<file path="src/hsp_defines.svh">
// register offsets, field positions, sizes and timing constants of the protection controller
`ifndef HSP_DEFINES_SVH
`define HSP_DEFINES_SVH
`define HSP_ADDR_W 8
`define HSP_DATA_W 32
`define HSP_REG_CTRL 8'h00
`define HSP_REG_CMD 8'h04
`define HSP_REG_CFG_ADDR 8'h08
`define HSP_REG_CFG_DATA 8'h0C
`define HSP_REG_STATUS 8'h10
`define HSP_REG_EVT_CNT 8'h14
`define HSP_CTRL_REVERT_EN 0
`define HSP_CTRL_PRIMARY 1
`define HSP_CTRL_PAIR_EN 2
`define HSP_CTRL_LOCKOUT 3
`define HSP_CTRL_FORCE 4
`define HSP_CTRL_MANUAL 5
`define HSP_CTRL_TARGET 6
`define HSP_CTRL_W 7
`define HSP_CTRL_RST 7'h00
`define HSP_CMD_GO 0
`define HSP_CMD_COPY 1
`define HSP_CFG_MATE_SEL 4
`define HSP_CFG_AW 4
`define HSP_CFG_DW 16
`define HSP_ST_ACTIVE 0
`define HSP_ST_MISMATCH 1
`define HSP_ST_BUSY 2
`define HSP_ST_TRIG_LO 3
`define HSP_ST_REV_RUN 6
`define HSP_ST_MISS_LO 8
`define HSP_ST_FAIL_LO 10
`define HSP_ST_AVAIL_LO 12
`define HSP_EVT_W 16
`define HSP_CLK_HZ 40000000
`define HSP_REVERT_TIME_MIN 10
`define HSP_CMP_PERIOD_MS 1
`endif

</file>
<file path="src/hsp_pkg.sv">
// types shared by the protection controller files
package hsp_pkg;
    // switchover trigger, ranked: lower code means higher priority
    typedef enum logic [2:0] {
        TRG_NONE = 3'b000,
        TRG_HWMISS = 3'b001,
        TRG_LOCK = 3'b010,
        TRG_FORCE = 3'b011,
        TRG_TFAIL = 3'b100,
        TRG_MANUAL = 3'b101
    } hsp_trig_type;
    // configuration walker states
    typedef enum logic [1:0] {
        WALK_IDLE = 2'b00,
        WALK_COPY = 2'b01,
        WALK_CMP = 2'b10
    } hsp_walk_type;
endpackage

</file>
<file path="src/hsp_protection_ctrl.sv">
// hot standby protection controller: roles, trigger ranking, revert timer, mate config
//
// The address map and the address-and-strobe port are this design's own decisions.
`timescale 1ns/1ps
`include "hsp_defines.svh"
//
// Summary of operation
// [RL1] one carrier active, other standby; standby takes over
// [RL2] carriers report status; host alone orders switchover (the code also switches on revert timer expiry with no host order)
// [RL3] periodic config compare, independent of protection
// [RL4] differing configs raise mate mismatch alarm
// [RL5] identical configs clear mate mismatch alarm
// [RL6] copy-to-mate copies whole active config to standby
// [RL7] paired mode mirrors every active config write
// [RL8] both carriers use identical outdoor radio units
// [RL9] revertive mode with user-selected primary radio
// [RL10] ten-minute timer runs while primary qualifies, secondary active
// [RL11] timer expiry returns active role to primary
// [RL12] each revertive switch logs one event
// [RL13] ranking: missing, lockout, force, failure, manual
// [RL14] primary losing qualification cancels and restarts timer
// [RL15] only highest-ranked trigger acts, never overridden
//
module hsp_protection_ctrl #(
    parameter logic [35:0] REVERT_CYCLES =
        36'(64'(`HSP_REVERT_TIME_MIN) * 64'd60 * 64'(`HSP_CLK_HZ)),
    parameter logic [23:0] CMP_INTERVAL =
        24'(64'(`HSP_CMP_PERIOD_MS) * 64'(`HSP_CLK_HZ) / 64'd1000)
) (
    input wire logic clock,
    input wire logic srst,
    input wire logic [`HSP_ADDR_W-1:0] regAddr,
    input wire logic [`HSP_DATA_W-1:0] regWrData,
    input wire logic regWr,
    input wire logic regRd,
    output logic [`HSP_DATA_W-1:0] regRdData,
    input wire logic [1:0] carMissing,
    input wire logic [1:0] carFail,
    input wire logic [1:0] carAvail,
    output logic activeCarrier,
    output logic mateMismatch,
    output logic revertEvent,
    output hsp_pkg::hsp_trig_type pendingTrigger
);
    import hsp_pkg::*;

    // ---------------- carrier status pins ----------------
    logic [5:0] statSync; // synchronised missing, fail and available levels
    logic [1:0] missS; // module missing per carrier
    logic [1:0] failS; // traffic failure per carrier
    logic [1:0] availS; // operational, available, alarm free per carrier

    // status pins come from the carriers' own logic, so they are synchronised first
    hsp_sync #(
        .W(6)
    ) u_sync (
        .clock(clock),
        .srst(srst),
        .din({carAvail, carFail, carMissing}),
        .dout(statSync)
    );

    assign missS = statSync[1:0];
    assign failS = statSync[3:2];
    assign availS = statSync[5:4];

    // ---------------- register decode ----------------
    logic [`HSP_CTRL_W-1:0] ctrl_r; // software control bits
    logic [`HSP_CFG_AW:0] cfgAddr_r; // config word index plus mate select
    logic [`HSP_EVT_W-1:0] evtCnt_r; // revertive switch log count
    logic act_r; // carrier that holds the active role
    logic mismatch_r; // mate configuration mismatch alarm
    logic revEvt_r; // one-cycle revertive switch marker
    hsp_trig_type trig_r; // registered view of the winning trigger
    hsp_walk_type walk_r; // configuration walker state
    logic [35:0] revCnt_r; // revertive timer
    logic [`HSP_DATA_W-1:0] rdData_r; // read data register

    wire logic selCtrl = (regAddr == `HSP_REG_CTRL);
    wire logic selCmd = (regAddr == `HSP_REG_CMD);
    wire logic selCfgAddr = (regAddr == `HSP_REG_CFG_ADDR);
    wire logic selCfgData = (regAddr == `HSP_REG_CFG_DATA);
    wire logic selStatus = (regAddr == `HSP_REG_STATUS);
    wire logic selEvt = (regAddr == `HSP_REG_EVT_CNT);

    wire logic wrCtrl = regWr && selCtrl;
    wire logic wrCfgAddr = regWr && selCfgAddr;
    wire logic goCmd = regWr && selCmd && regWrData[`HSP_CMD_GO];
    wire logic copyCmd = regWr && selCmd && regWrData[`HSP_CMD_COPY];
    wire logic copyBusy = (walk_r == WALK_COPY);
    // config writes are refused while a copy owns the mate store
    wire logic cfgWr = regWr && selCfgData && !copyBusy;

    // control fields
    wire logic revertEn = ctrl_r[`HSP_CTRL_REVERT_EN];
    wire logic primSel = ctrl_r[`HSP_CTRL_PRIMARY];
    wire logic pairEn = ctrl_r[`HSP_CTRL_PAIR_EN];
    wire logic lockoutReq = ctrl_r[`HSP_CTRL_LOCKOUT];
    wire logic forceReq = ctrl_r[`HSP_CTRL_FORCE];
    wire logic manualReq = ctrl_r[`HSP_CTRL_MANUAL];
    wire logic reqTarget = ctrl_r[`HSP_CTRL_TARGET];

    // ---------------- switchover triggers ----------------
    wire logic sby = ~act_r; // standby carrier
    wire logic sbyHealthy = !missS[sby] && !failS[sby];
    // each trigger except lockout only counts when it would move the active role
    wire logic hwTrig = missS[act_r] && !missS[sby];
    wire logic lockTrig = lockoutReq;
    wire logic forceTrig = forceReq && (reqTarget != act_r);
    wire logic failTrig = failS[act_r] && sbyHealthy;
    wire logic manTrig = manualReq && (reqTarget != act_r) && sbyHealthy;

    // fixed priority chain; a lower trigger is seen only when all above are absent
    wire hsp_trig_type trigWin = hwTrig ? TRG_HWMISS : // RL13
                                 lockTrig ? TRG_LOCK :
                                 forceTrig ? TRG_FORCE :
                                 failTrig ? TRG_TFAIL :
                                 manTrig ? TRG_MANUAL : TRG_NONE; // RL15
    // lockout wins over force, failure and manual but moves nothing itself
    wire logic switchNeed = (trigWin != TRG_NONE) && (trigWin != TRG_LOCK); // RL15

    // ---------------- revertive timer ----------------
    // primary must be present, failure free, available, and standing as secondary;
    // any pending trigger (lockout included) holds the timer at zero
    wire logic primReady = !missS[primSel] && !failS[primSel] && availS[primSel];
    wire logic revQual = revertEn && (act_r != primSel) && primReady
                         && (trigWin == TRG_NONE); // RL10
    wire logic revExpire = revQual && (revCnt_r == REVERT_CYCLES - 36'h0_0000_0001); // RL11
    // host order executes the winning trigger; revert needs no order
    wire logic doSwitch = (goCmd && switchNeed) || revExpire; // RL2

    // timer restarts from zero whenever the primary drops out of qualification
    always_ff @(posedge clock) begin
        if (srst || !revQual) begin
            revCnt_r <= '0; // RL14
        end else if (revExpire) begin
            revCnt_r <= '0;
        end else begin
            revCnt_r <= revCnt_r + 36'h0_0000_0001; // RL10
        end
    end

    // active role; carrier 0 starts active, a switch hands the role to the mate
    always_ff @(posedge clock) begin
        if (srst) begin
            act_r <= 1'b0;
        end else if (doSwitch) begin
            act_r <= ~act_r; // RL1
        end
    end

    // event log: pulse plus running count, one entry per revertive switch
    always_ff @(posedge clock) begin
        if (srst) begin
            revEvt_r <= 1'b0;
            evtCnt_r <= '0;
        end else begin
            revEvt_r <= revExpire; // RL12
            evtCnt_r <= evtCnt_r + `HSP_EVT_W'(revExpire); // RL12
        end
    end

    // winning trigger is published so the host can decide on it
    always_ff @(posedge clock) begin
        if (srst) begin
            trig_r <= TRG_NONE;
        end else begin
            trig_r <= trigWin; // RL2
        end
    end

    // ---------------- control registers ----------------
    always_ff @(posedge clock) begin
        if (srst) begin
            ctrl_r <= `HSP_CTRL_RST;
            cfgAddr_r <= '0;
        end else begin
            if (wrCtrl) begin
                ctrl_r <= regWrData[`HSP_CTRL_W-1:0]; // RL9
            end
            if (wrCfgAddr) begin
                cfgAddr_r <= regWrData[`HSP_CFG_AW:0];
            end
        end
    end

    // ---------------- configuration stores ----------------
    logic [`HSP_CFG_DW-1:0] localRd; // active carrier config word
    logic [`HSP_CFG_DW-1:0] mateRd; // standby carrier config word
    logic [`HSP_CFG_AW:0] walkCnt_r; // walk index, top bit marks all issued
    logic pipeValid_r; // read data of the previous index are present
    logic [`HSP_CFG_AW-1:0] pipeAddr_r; // index of those read data
    logic copyPend_r; // copy ordered, not yet started
    logic cmpPend_r; // periodic check due, not yet started
    logic diff_r; // difference seen during the current check
    logic [23:0] intCnt_r; // check interval counter

    wire logic [`HSP_CFG_AW-1:0] walkAddr = walkCnt_r[`HSP_CFG_AW-1:0];
    wire logic issuing = (walk_r != WALK_IDLE) && !walkCnt_r[`HSP_CFG_AW];
    wire logic walkDone = (walk_r != WALK_IDLE) && walkCnt_r[`HSP_CFG_AW] && !pipeValid_r;
    wire logic copyWr = copyBusy && pipeValid_r; // RL6
    wire logic localWe = cfgWr && !cfgAddr_r[`HSP_CFG_MATE_SEL];
    // in paired mode a write to the active store lands in the mate as well
    wire logic cpuMateWe = cfgWr && (cfgAddr_r[`HSP_CFG_MATE_SEL] || pairEn); // RL7
    wire logic mateWe = copyWr || cpuMateWe;
    wire logic [`HSP_CFG_AW-1:0] mateWrAddr = copyWr ? pipeAddr_r : cfgAddr_r[`HSP_CFG_AW-1:0];
    wire logic [`HSP_CFG_DW-1:0] mateWrData = copyWr ? localRd : regWrData[`HSP_CFG_DW-1:0];
    wire logic cmpTick = (intCnt_r == CMP_INTERVAL - 24'h00_0001);
    wire logic startCopy = (walk_r == WALK_IDLE) && copyPend_r;
    wire logic startCmp = (walk_r == WALK_IDLE) && !copyPend_r && cmpPend_r;

    hsp_cfg_mem u_local (
        .clock(clock),
        .srst(srst),
        .wrEn(localWe),
        .wrAddr(cfgAddr_r[`HSP_CFG_AW-1:0]),
        .wrData(regWrData[`HSP_CFG_DW-1:0]),
        .rdAddr(walkAddr),
        .rdData(localRd)
    );

    hsp_cfg_mem u_mate (
        .clock(clock),
        .srst(srst),
        .wrEn(mateWe),
        .wrAddr(mateWrAddr),
        .wrData(mateWrData),
        .rdAddr(walkAddr),
        .rdData(mateRd)
    );

    // free-running interval, unrelated to role or trigger state
    always_ff @(posedge clock) begin
        if (srst || cmpTick) begin
            intCnt_r <= '0;
        end else begin
            intCnt_r <= intCnt_r + 24'h00_0001; // RL3
        end
    end

    // pending requests: a new request in the start cycle is kept (set wins)
    always_ff @(posedge clock) begin
        if (srst) begin
            copyPend_r <= 1'b0;
            cmpPend_r <= 1'b0;
        end else begin
            copyPend_r <= copyCmd || (copyPend_r && !startCopy); // RL6
            cmpPend_r <= cmpTick || (cmpPend_r && !startCmp); // RL3
        end
    end

    // walker: copy has precedence so a fresh copy is checked by the next pass
    always_ff @(posedge clock) begin
        if (srst) begin
            walk_r <= WALK_IDLE;
        end else begin
            case (walk_r)
                WALK_IDLE: begin
                    if (startCopy) begin
                        walk_r <= WALK_COPY;
                    end else if (startCmp) begin
                        walk_r <= WALK_CMP;
                    end
                end
                WALK_COPY, WALK_CMP: begin
                    if (walkDone) begin
                        walk_r <= WALK_IDLE;
                    end
                end
                default: begin
                    walk_r <= WALK_IDLE;
                end
            endcase
        end
    end

    // index and read pipeline; index parks at zero while idle
    always_ff @(posedge clock) begin
        if (srst || walk_r == WALK_IDLE) begin
            walkCnt_r <= '0;
        end else if (issuing) begin
            walkCnt_r <= walkCnt_r + 5'h01;
        end
    end

    always_ff @(posedge clock) begin
        if (srst) begin
            pipeValid_r <= 1'b0;
            pipeAddr_r <= '0;
        end else begin
            pipeValid_r <= issuing;
            pipeAddr_r <= walkAddr;
        end
    end

    // word-by-word comparison of the two stores
    always_ff @(posedge clock) begin
        if (srst || startCmp) begin
            diff_r <= 1'b0;
        end else if (walk_r == WALK_CMP && pipeValid_r && localRd != mateRd) begin
            diff_r <= 1'b1; // RL3
        end
    end

    // alarm follows each finished check: raised on a difference, cleared when equal;
    // a host write landing mid-check is seen by that pass only if its word is not yet read
    always_ff @(posedge clock) begin
        if (srst) begin
            mismatch_r <= 1'b0;
        end else if (walk_r == WALK_CMP && walkDone) begin
            if (diff_r) begin
                mismatch_r <= 1'b1; // RL4
            end else begin
                mismatch_r <= 1'b0; // RL5
            end
        end
    end

    // ---------------- read back ----------------
    wire logic [`HSP_DATA_W-1:0] statusWord =
        (32'(act_r) << `HSP_ST_ACTIVE) |
        (32'(mismatch_r) << `HSP_ST_MISMATCH) |
        (32'(walk_r != WALK_IDLE) << `HSP_ST_BUSY) |
        (32'(trig_r) << `HSP_ST_TRIG_LO) |
        (32'(revQual) << `HSP_ST_REV_RUN) |
        (32'(missS) << `HSP_ST_MISS_LO) |
        (32'(failS) << `HSP_ST_FAIL_LO) |
        (32'(availS) << `HSP_ST_AVAIL_LO); // RL2
    wire logic [`HSP_DATA_W-1:0] rdMux =
        selCtrl ? 32'(ctrl_r) :
        selCfgAddr ? 32'(cfgAddr_r) :
        selStatus ? statusWord :
        selEvt ? 32'(evtCnt_r) : 32'h0000_0000;

    // data stand for exactly the cycle after the read strobe, zero otherwise
    always_ff @(posedge clock) begin
        if (srst) begin
            rdData_r <= '0;
        end else begin
            rdData_r <= regRd ? rdMux : 32'h0000_0000;
        end
    end

    assign regRdData = rdData_r;
    assign activeCarrier = act_r;
    assign mateMismatch = mismatch_r;
    assign revertEvent = revEvt_r;
    assign pendingTrigger = trig_r;
endmodule

</file>
<file path="src/hsp_sync.sv">
// two-stage synchroniser for a group of pin levels
`timescale 1ns/1ps
module hsp_sync #(
    parameter int W = 1
) (
    input wire logic clock,
    input wire logic srst,
    input wire logic [W-1:0] din,
    output logic [W-1:0] dout
);
    logic [W-1:0] meta_r; // first stage, read only by the second stage

    // both stages clear to zero so a missing pin reads as healthy at start
    always_ff @(posedge clock) begin
        if (srst) begin
            meta_r <= '0;
            dout <= '0;
        end else begin
            meta_r <= din;
            dout <= meta_r;
        end
    end
endmodule

</file>
<file path="src/hsp_cfg_mem.sv">
// small configuration store: one write port, one registered read port
`timescale 1ns/1ps
`include "hsp_defines.svh"
module hsp_cfg_mem (
    input wire logic clock,
    input wire logic srst,
    input wire logic wrEn,
    input wire logic [`HSP_CFG_AW-1:0] wrAddr,
    input wire logic [`HSP_CFG_DW-1:0] wrData,
    input wire logic [`HSP_CFG_AW-1:0] rdAddr,
    output logic [`HSP_CFG_DW-1:0] rdData
);
    // array holds no reset; both carriers start with the same unknown-free content only
    // once software has written them, so the first check may flag a mismatch
    logic [`HSP_CFG_DW-1:0] mem [0:(1<<`HSP_CFG_AW)-1];

    // write port
    always_ff @(posedge clock) begin
        if (wrEn) begin
            mem[wrAddr] <= wrData;
        end
    end

    // read data leave through a register, one cycle after the address
    always_ff @(posedge clock) begin
        if (srst) begin
            rdData <= '0;
        end else begin
            rdData <= mem[rdAddr];
        end
    end
endmodule

</file>
<file path="config.mk">
export PLATFORM = sky130hd
export DESIGN_NAME = hsp_protection_ctrl
export DESIGN_NICKNAME = d
export VERILOG_FILES = /design/src/hsp_pkg.sv /design/src/hsp_protection_ctrl.sv /design/src/hsp_sync.sv /design/src/hsp_cfg_mem.sv
export VERILOG_INCLUDE_DIRS = /design/src /design/src/src
export SDC_FILE = /design/constraint.sdc
export NUM_CORES = 1
export LEC_CHECK = 0
export BUFFER_PORTS_ARGS = -buffer_cell sky130_fd_sc_hd__buf_2
export CAP_MARGIN = 10
export CORE_MARGIN = 2
export CORE_UTILIZATION = 55
export CTS_CLUSTER_DIAMETER = 80
export DETAILED_ROUTE_END_ITERATION = 7
export GPL_TIMING_DRIVEN = 0
export MAX_ROUTING_LAYER = met4
export PLACE_DENSITY = 0.72
export SLEW_MARGIN = 0
export SYNTH_ARGS = -nofsm -noshare
export SYNTH_HDL_FRONTEND = slang
export SYNTH_SLANG_ARGS = --single-unit
</file>
<file path="constraint.sdc">
create_clock -name clock -period 5.8 [get_ports clock]
set_input_delay 0.29 -clock clock [delete_from_list [all_inputs] [get_ports clock]]
set_output_delay 0.29 -clock clock [all_outputs]
set_load 0.05 [all_outputs]
</file>
==> results of run 1 <==
through the flow:
step	instance area, sq um	hold slack (ps)	power (mW)
global route	30600	28.4	9.82
finish	30600	48.1	9.55
CTS	30600	15.9	9.62
global placement	27900	428	5.51
detailed placement	28400	435	5.51
floorplan	26800	389	5.44
cell families after synthesis:
group | synth area share (%)
flip-flops | 70.1
AND/OR/NAND/NOR | 8.81
multiplexers | 14.3
buffers and inverters | 1.96
XOR/XNOR | 2.91
AO/OA/AOI/OAI | 1.52
adder cells (fa/ha/maj) | 0.421
other | 0.0140
critical path, stage by stage (launching register included):
cell	delay, ps
dfxtp_1	380
clkbuf_1	420
clkbuf_1	630
buf_1	830
mux4_2	430
mux4_2	540
nor2b_1	170
power by group:
| group | internal (mW) | switching [mW] | total, mW | leakage [nW] |
|---|---|---|---|---|
| clock | 2.35 | 1.79 | 4.14 | 1.02 |
| sequential | 5.24 | 0.00918 | 5.25 | 5.97 |
| combinational | 0.0392 | 0.123 | 0.163 | 2.80 |
what timing repair did:
action	4_1_cts	5_1_grt
hold endpoints to repair	6	0
hold buffers	6	0
gates resized for setup	0	0
synthesized netlist by cell type, types with 16 or more instances:
cell / instances / area (sq um)
xnor2_1: 32 / 280
nand3_1: 50 / 250
nor2_4: 28 / 315
nand4_1: 17 / 106
xor2_1: 57 / 499
mux2_2: 17 / 191
edfxtp_1: 512 / 15400
nand2_1: 48 / 180
buf_2: 17 / 85.1
mux4_2: 160 / 3600
buf_4: 16 / 120
nor2_1: 122 / 458
clkbuf_1: 31 / 116
and3_1: 22 / 138
dfxtp_1: 169 / 3380
nor2b_1: 55 / 344
nor3_1: 21 / 105
a21oi_1: 24 / 120
inv_1: 17 / 63.8
sequential cells by signal, summed over array words and instances (netlist names), 2 cells and up:
signal / count
u_local.mem: 256
u_mate.mem: 256
revCnt_r: 36
intCnt_r: 24
evtCnt_r: 16
regRdData: 16
u_local.rdData: 16
u_mate.rdData: 16
ctrl_r: 7
u_sync.dout: 6
u_sync.meta_r: 6
cfgAddr_r: 5
walkCnt_r: 5
pipeAddr_r: 4
pendingTrigger: 3
walk_r: 2
cell usage in the layout (no fill, tap or decap), types with 8 or more instances in the layout:
master     instances
buf_8             26
dfxtp_1          169
mux4_2           160
xnor2_1           32
conb_1            16
ha_1               9
nor2_1            94
nand2_1           48
buf_1             15
clkbuf_1          46
edfxtp_1         512
clkinv_1          14
a21oi_1           24
a31oi_1            8
buf_4             17
nor2_4            28
mux2_2            17
nor2_2            30
buf_2             72
nor2b_1           55
nand4_1           17
nand3_1           50
inv_1             17
nor3_1            17
xor2_1            57
clkbuf_16         72
and3_1            22
layer usage:
layer / up-vias / GRT usage (%)
met3: 99 / 5.20
met2: 599 / 38.2
met5: - / -
met4: 0 / 6.75
li1: 6285 / -
met1: 7225 / 32.4
path summary, 6_finish.rpt:
kind | startpoint | endpoint | slack (ps) | cells past startpoint
setup / recovery | walkCnt_r[1] | u_mate.rdData[12] | 2250 | 6
hold / removal | regWr | cfgAddr_r[4] | 50 | 3
setup reg to reg | walkCnt_r[1] | u_mate.rdData[12] | 2250 | 6
hold reg to reg | u_sync.meta_r[5] | u_sync.dout[5] | 440 | 1
area by class of cell:
class | instances | area share [%]
multi-input combinational | 775 | 24.9
clock inverter | 29 | 0.519
inverter | 17 | 0.209
tap | 615 | 2.52
clock buffer | 93 | 6.32
buffer | 84 | 1.51
sequential | 681 | 61.3
timing repair buffer | 93 | 2.69
==> metrics, run 1 <==
CP endpoint kind register; DRT met1 WL 23000 microns; Cell Area, Synth 0.0268 sq mm; routed len/inst 23.9 microns; CTS tree built; Final nets 1780; row cnt 80; area of the multi-input gates 0.00762 sq mm; first-pass GRT wire length 87500 microns; Initial DRC Count 1536; Post-synth EDFFs 512; final hold vios 0; Initial Utilization 55.9%; Inst Count DP 2259; Clock Skews 22.6 ps; largest net degree at the start of global routing 21; TritonRoute pass-1 iters 5; Sink Count 681; CP Launch Type register; Post-synth top flop edfxtp_1; outcome finished, final reports clean; Core Footprint 0.0478 sq mm; measured slew at the worst slew-check pin 1050 ps; sequential standard cell area 0.0188 sq mm; Crit Path Class register to register; Die W 225 microns; final setup fails 0; io pins 88; wirelength, routed 57000 microns; crit path max fanout 10; post-CTS setup buffer count 0; initial antenna violation count 0; DIE AREA 0.0504 sq mm; Setup TNS 0 ps; Area Growth Syn to Fin 14.3%; number of distinct library cells after synthesis 59; uppermost layer routed met4; Post-route DRC 0; layout cells sized above 1 26.9%; Final min period 3550 ps; Avg Cell Area, Syn 17.4 sq um; Post-DP HPWL 38300 microns; Final Max Slew Viols 0; async set-reset flop share out of synthesis 0%; Filler cells 3243; relative slew slack 29.9%; Power Density 312 mW/mm^2; global-route congestion overflow total 0; Ys Warns 0; routed vias/inst 5.95; vias 14200; worst skew pair latency 610 ps; share of the yosys chip area belonging to registers 70.1%; Worst Path Arrival 4010 ps; worst path required time 6260 ps; Syn Inst Count 1542; post-layout util 63.9%; final non-filler cell total 2387; CTS max path bufs 3; clock root cell clkbuf_16; Num CTS Buffers 69; port bufs 55; H-tree level count 3; maxcap violations 0; RSZ-0062 raised after global routing false; FMAX 282 MHz; number of global-route vias before repair 14600; Worst-path clk slew 70 ps; period utilisation layout 61.2%; Detail Route Antenna Nets 0; Final WS setup 2250 ps; met3 wire length 4820 microns; die height 225 microns; Worst Hold Class primary input to register; Lkg Pwr 9.80 nW; Yosys reg bits 681; WL met2 27900 microns; worst vdd ir 0.000283 V; GRT Overall Usage 24.2%; diode count 0; RD Place Congestion 0.863; pre-CTS setup slack 2360 ps
No activity file was read; power rests on OpenSTA's default activity.
==> inputs of run 2 (changes only) <==
ABC_AREA = 1   (was default)
PLACE_DENSITY = 0.75   (was 0.72)
clock period = 2.9 ns   (was 5.8 ns; I/O delays follow)
==> run 2 against run 1 <==
The run now ends with setup timing left. Register-to-register slack worse by 2300 ps. Area after synthesis is 1.7% higher. Global-route usage is 7.1 points higher. Fmax is 21% higher. Combinational power is 150% higher. Critical path depth stayed put. Clock-buffer cell count is 1 higher. Non-clock buffer count is 96 higher. Die area is 1.6% higher. Highest routed layer unchanged.
==> metrics, run 2 <==
Clock Skews 31.0 ps (+8.42 ps); most frequent cells after synthesis edfxtp_1 (512), nor2_1 (437), o21ai_0 (302); slowest stage cell, crit path clkbuf_1; CP Launch Type register; vias 20700 (+45%); RD Place Congestion 0.955 (+11%); Final Max Slew Viols 0 (unchanged); Reg2Reg Depth 6 (unchanged); Comb pwr share 2.0% (+0.3 points); CTS tree built; Num CTS Buffers 71 (+2.9%); post-layout util 65.4% (+1.4 points); Final WS setup -38.7 ps (-2290 ps); FMAX 340 MHz (+21%); maxcap violations 0 (unchanged); worst vdd ir 0.000582 V (+110%); H-tree level count 3 (unchanged); first-pass GRT wire length 115000 microns (+31%); Detail Route Antenna Nets 0 (unchanged); share of the yosys chip area belonging to registers 69.0% (-1.1 points); share of the synthesized area in the top cell type 56.5% (-0.93 points); Yosys reg bits 681 (unchanged); Area Growth Syn to Fin 17.4%; number of global-route vias before repair 19600 (+35%); worst path required time 3380 ps (-2880 ps); largest net degree at the start of global routing 19 (-9.5%); Hold Path Sink u_local.mem[9][13]; Sink Count 681 (unchanged); reg2reg end u_local.rdData[13]; Switching Share 20.4% (+0.24 points); hold_ws 12.6 ps (-35.5 ps); Post-route DRC 0 (unchanged); Hold Path Stages 1 (-2); Final nets 2699 (+52%); Final min period 2940 ps (-611 ps); row cnt 81 (+1.3%); Setup TNS -38.7 ps (-38.7 ps); initial antenna violation count 2 (+2); slowest stage delay, CP 630 ps (-200 ps); Core Footprint 0.0488 sq mm (+2.1%); flop-to-flop setup slack -40 ps (-2290 ps); biggest regs u_local.mem: 256 flops, u_mate.mem: 256 flops, revCnt_r: 36 flops; async set-reset flop share out of synthesis 0% (unchanged); Die W 226 microns (+0.81%); io pins 88 (unchanged); clock root cell clkbuf_16; Hold Startpoint regWrData[13]; Syn Inst Count 2415 (+57%); crit path max fanout 10 (unchanged); RR Startpoint walkCnt_r[1]; DIE AREA 0.0513 sq mm (+1.6%); relative slew slack 32.5% (+2.6 points); period utilisation layout 101% (+40 points); worst skew pair latency 630 ps (+20 ps); failing checks setup timing; most common cell in the netlist edfxtp_1; GRT Overall Usage 31.3% (+7.1 points); wirelength, routed 78100 microns (+37%); Post-synth EDFFs 512 (unchanged); number of distinct library cells after synthesis 49 (-17%); TritonRoute pass-1 iters 6 (+1); Psw 4.07 mW (+110%); routed len/inst 23.2 microns (-2.8%); commonest cells after routing, fill and taps aside edfxtp_1 (512), nor2_1 (402), o21ai_0 (296); CP Cell Sequence clkbuf_1, clkbuf_1, o21ai_0, o221ai_1, o211ai_1, a31oi_1; die height 226 microns (+0.81%); Power Density 624 mW/mm^2 (+100%); Cell Area, Synth 0.0272 sq mm (+1.7%); CTS max path bufs 3 (unchanged); port bufs 54 (-1.8%); measured slew at the worst slew-check pin 1010 ps (-39.0 ps); outcome complete, but fails checks; Worst Path Arrival 3420 ps (-590 ps); final setup fails 1 (+1); commonest non-fill, non-tap cell in the layout edfxtp_1; Initial Utilization 55.7% (-0.24 points); Crit. Startpoint walkCnt_r[1]; Lkg Pwr 10.9 nW (+12%); routed vias/inst 6.14 (+3.2%); Critical Path Most Common Cell clkbuf_1; final hold vios 0 (unchanged); Crit Path Class register to register; Worst Hold Class primary input to register; Initial DRC Count 2940 (+91%); global-route congestion overflow total 0 (unchanged); ranking of synthesized cells by area edfxtp_1 (57%), dfxtp_1 (12%), nor2_1 (6.0%), o21ai_0 (5.6%), nand2_1 (3.2%); Synth area leader edfxtp_1; Seq pwr share 52.7% (-2.3 points); Worst-path clk slew 60 ps (about the same); layout cells sized above 1 13.7% (-13 points); Post-DP HPWL 52200 microns (+36%); Ys Warns 0 (unchanged); Internal Power 15.9 mW (+110%); clock power share 45.3% (+2.0 points); Post-synth top flop edfxtp_1; CP endpoint kind register; Avg Cell Area, Syn 11.3 sq um (-35%)
==> run 2: cell type report <==
class / instances / area [sq um]
clock inverters: 35 / 352
repair buffers: 138 / 1280
inverters: 140 / 528
fillers: 3541 / 16900
multi-input cells: 1473 / 7620
well taps: 664 / 831
diodes: 3 / 7.51
clock buffers: 94 / 1950
plain buffers: 135 / 608
flip-flops and latches: 681 / 18800
==> run 2: metrics by stage <==
step / area, sq um / power, mW / instances / setup slack (ps)
2_1_floorplan: 27300 / 10.9 / 2430 / 111
3_3_place_gp: 28400 / 11.1 / 3148 / -805
3_5_place_dp: 29000 / 11.1 / 3185 / -628
4_1_cts: 31700 / 19.9 / 3346 / -154
5_1_grt: 31900 / 20.4 / 3361 / -70.9
6_report: 31900 / 19.9 / 3363 / -38.7
==> run 2: worst max path at each step <==
stage / end / cells past startpoint / slack, ps
after global routing: u_mate.mem[8][3] / 10 / -70
after global placement: u_mate.mem[4][3] / 9 / -810
after floorplan: evtCnt_r[13] / 17 / 110
after CTS: u_mate.mem[7][11] / 10 / -150
after detailed placement: evtCnt_r[13] / 18 / -630
final: u_local.rdData[13] / 6 / -40
==> run 2: power groups by stage <==
| stage | sequential (mW) | combinational [mW] | clock [mW] |
|---|---|---|---|
| floorplan | 10.7 | 0.177 | 0 |
| CTS | 10.5 | 0.385 | 9.06 |
| global placement | 10.7 | 0.336 | 0 |
| global route | 10.5 | 0.422 | 9.47 |
| detailed placement | 10.7 | 0.360 | 0 |
| finish | 10.5 | 0.400 | 9.02 |
==> run 2: routing by layer <==
layer	GRT usage, %	routed length, microns
met1	38.3	28100
met2	48.7	36300
met3	8.73	9620
met4	14.1	4030
met5	-	0
==> run 2: logic make-up (layout without fill, tap and decap cells) <==
logic type / count (synthesis) / count (layout) / share of synthesized area (%)
AOI/OAI and AO/OA: 552 / 552 / 11.8
xor gates and xnor gates: 35 / 35 / 1.13
adders and majority gates: 9 / 9 / 0.414
buffers and inverters: 276 / 542 / 4.19
DFF: 681 / 681 / 69.0
muxes: 6 / 6 / 0.248
other: 1 / 19 / 0.0138
and+or+nand+nor: 855 / 855 / 13.3
==> run 2: worst max-delay path: cells and delay by family, from the launching register on <==
kind	cells	cell delay, ps
compound gates	4	1140
buf+inv	2	1140
flops	1	510
==> run 2: timing repair <==
item / 4_1_cts / 5_1_grt
setup buffers: 10 / 15
pin swaps: 8 / 10
hold buffers: 22 / 0
gates resized for setup: 23 / 22
endpoints found under the hold margin: 219 / 0
endpoints found under the setup margin: 277 / 294
==> inputs of run 3 (changes only) <==
TNS_END_PERCENT = 30   (was default)
==> run 3 against run 2 <==
The flow still finishes with violations (setup timing). Die area did not move. Worst setup slack got worse by 110 ps. First-iteration DRC count fell by 0.82%. Sequential power barely moved. Wire length fell by 0.32%. Via count fell by 0.86%. Clock-buffer cell count did not move. Register-to-register slack got worse by 110 ps. Clock power barely moved. Cell count rose by 0.12%. Highest routed layer unchanged.
==> metrics, run 3 (synthesis results as in run 2) <==
outcome complete, but fails checks; failing checks setup timing; reg2reg end u_local.rdData[13]; die height 226 microns (unchanged); worst vdd ir 0.000579 V (-0.48%); commonest non-fill, non-tap cell in the layout edfxtp_1; flop-to-flop setup slack -140 ps (-110 ps); layout cells sized above 1 13.7% (-0.020 points); RSZ-0062 raised after global routing true; pre-CTS setup slack -628 ps (unchanged); worst skew pair latency 620 ps (about the same); Power Density 623 mW/mm^2 (-0.13%); CTS tree built; Setup TNS -144 ps (-105 ps); wirelength, routed 77800 microns (-0.32%); Final Max Slew Viols 0 (unchanged); Initial Utilization 55.7% (unchanged); Die W 226 microns (unchanged); FMAX 329 MHz (-3.5%); Worst-path clk slew 70 ps (about the same); global-route congestion overflow total 0 (unchanged); CP Launch Type register; CTS max path bufs 3 (unchanged); RD Place Congestion 0.955 (unchanged); Worst Hold Class primary input to register; Post-DP HPWL 52200 microns (unchanged); CP endpoint kind register; post-layout util 65.4% (about the same); period utilisation layout 105% (+3.6 points); Detail Route Antenna Nets 0 (unchanged); routed vias/inst 6.08 (-0.98%); measured slew at the worst slew-check pin 1010 ps (-2.87 ps); Hold Path Sink u_local.mem[9][13]; io pins 88 (unchanged); Initial DRC Count 2916 (-0.82%); vias 20500 (-0.86%); first-pass GRT wire length 114000 microns (-0.11%); initial antenna violation count 2 (unchanged); GRT Overall Usage 31.3% (-0.061 points); final setup fails 1 (unchanged); Worst Path Arrival 3520 ps (+100 ps); row cnt 81 (unchanged); Lkg Pwr 11.0 nW (+0.18%); Final WS setup -144 ps (-105 ps); largest net degree at the start of global routing 19 (unchanged); Num CTS Buffers 71 (unchanged); biggest regs u_local.mem: 256 flops, u_mate.mem: 256 flops, revCnt_r: 36 flops; port bufs 54 (unchanged); Reg2Reg Depth 6 (unchanged); H-tree level count 3 (unchanged); maxcap violations 0 (unchanged); hold_ws 30.4 ps (+17.8 ps); Final Power 19.9 mW (about the same); Core Footprint 0.0488 sq mm (unchanged); Final min period 3040 ps (+105 ps); Clock Skews 34.4 ps (+3.45 ps); clock root cell clkbuf_16; crit path max fanout 10 (unchanged); TritonRoute pass-1 iters 7 (+1); Final nets 2703 (+0.15%); routed len/inst 23.1 microns (-0.43%); Sink Count 681 (unchanged); Post-route DRC 0 (unchanged); final hold vios 0 (unchanged); commonest cells after routing, fill and taps aside edfxtp_1 (512), nor2_1 (402), o21ai_0 (296); relative slew slack 32.7% (+0.19 points); number of global-route vias before repair 19700 (+0.31%); worst path required time 3370 ps (about the same); RR Startpoint walkCnt_r[1]; Crit Path Class register to register; DIE AREA 0.0513 sq mm (unchanged); Hold Startpoint regWrData[13]; Hold Path Stages 1 (unchanged); Area Growth Syn to Fin 17.5% (about the same)
==> run 3: cell types whose count changed in the layout (fill, tap and decap cells not counted), sizes merged <==
cell / before / now
clkbuf: 185 / 186
buf: 160 / 163
==> run 3: what timing repair did <==
action | in CTS | in global routing
buffers inserted | 6 | 22
resized for setup | 23 | 20
pin swaps | 6 | 13
endpoints found under the setup margin | 277 | 296
hold buffers | 22 | 0
hold endpoints to repair | 219 | 0
==> run 3: per-layer routing <==
layer  vias up  global-route usage, %  share of wire [%]
met4         0                   15.3                5.3
met2      1471                   48.3                 46
li1       9051                      -                  -
met5         -                      -                  0
met1      9636                   38.1                 35
met3       318                   8.75                 13
==> run 3: worst max-delay path: stages (launching register included) <==
cell and delay, ps:
dfxtp_1 530, clkbuf_1 630, clkbuf_1 520, o21ai_0 200, o221ai_1 310, o211ai_1 270
a31oi_1 440
==> run 3: final cells by class <==
class / count / area (sq um)
flip-flops and latches: 681 / 18800
fillers: 3538 / 16900
multi-input cells: 1473 / 7620
clock buffers: 94 / 1950
repair buffers: 141 / 1300
well taps: 664 / 831
plain buffers: 136 / 612
inverters: 140 / 528
clock inverters: 35 / 352
diodes: 3 / 7.51
==> run 3: worst max-delay path by stage <==
stage / start / end / slack [ps] / depth (start not counted)
2_1_floorplan: activeCarrier / evtCnt_r[13] / 110 / 17
3_3_place_gp: walk_r[1] / u_mate.mem[4][3] / -810 / 9
3_5_place_dp: revCnt_r[0] / evtCnt_r[13] / -630 / 18
4_1_cts: walk_r[1] / u_mate.mem[6][11] / -190 / 10
5_1_grt: revCnt_r[17] / evtCnt_r[11] / -70 / 16
6_report: walkCnt_r[1] / u_local.rdData[13] / -140 / 6
==> run 3: power breakdown <==
part,total [mW],internal (mW),switching (mW)
registers,10.5,10.5,0.0204
clock network,9.01,5.28,3.73
logic,0.400,0.0997,0.300
total,19.9,15.9,4.05
==> run 3: through the flow <==
stage	cells	cell area [sq um]
final	3367	32000
after floorplan	2430	27300
after global placement	3148	28400
after CTS	3342	31700
after global routing	3365	31900
after detailed placement	3185	29000
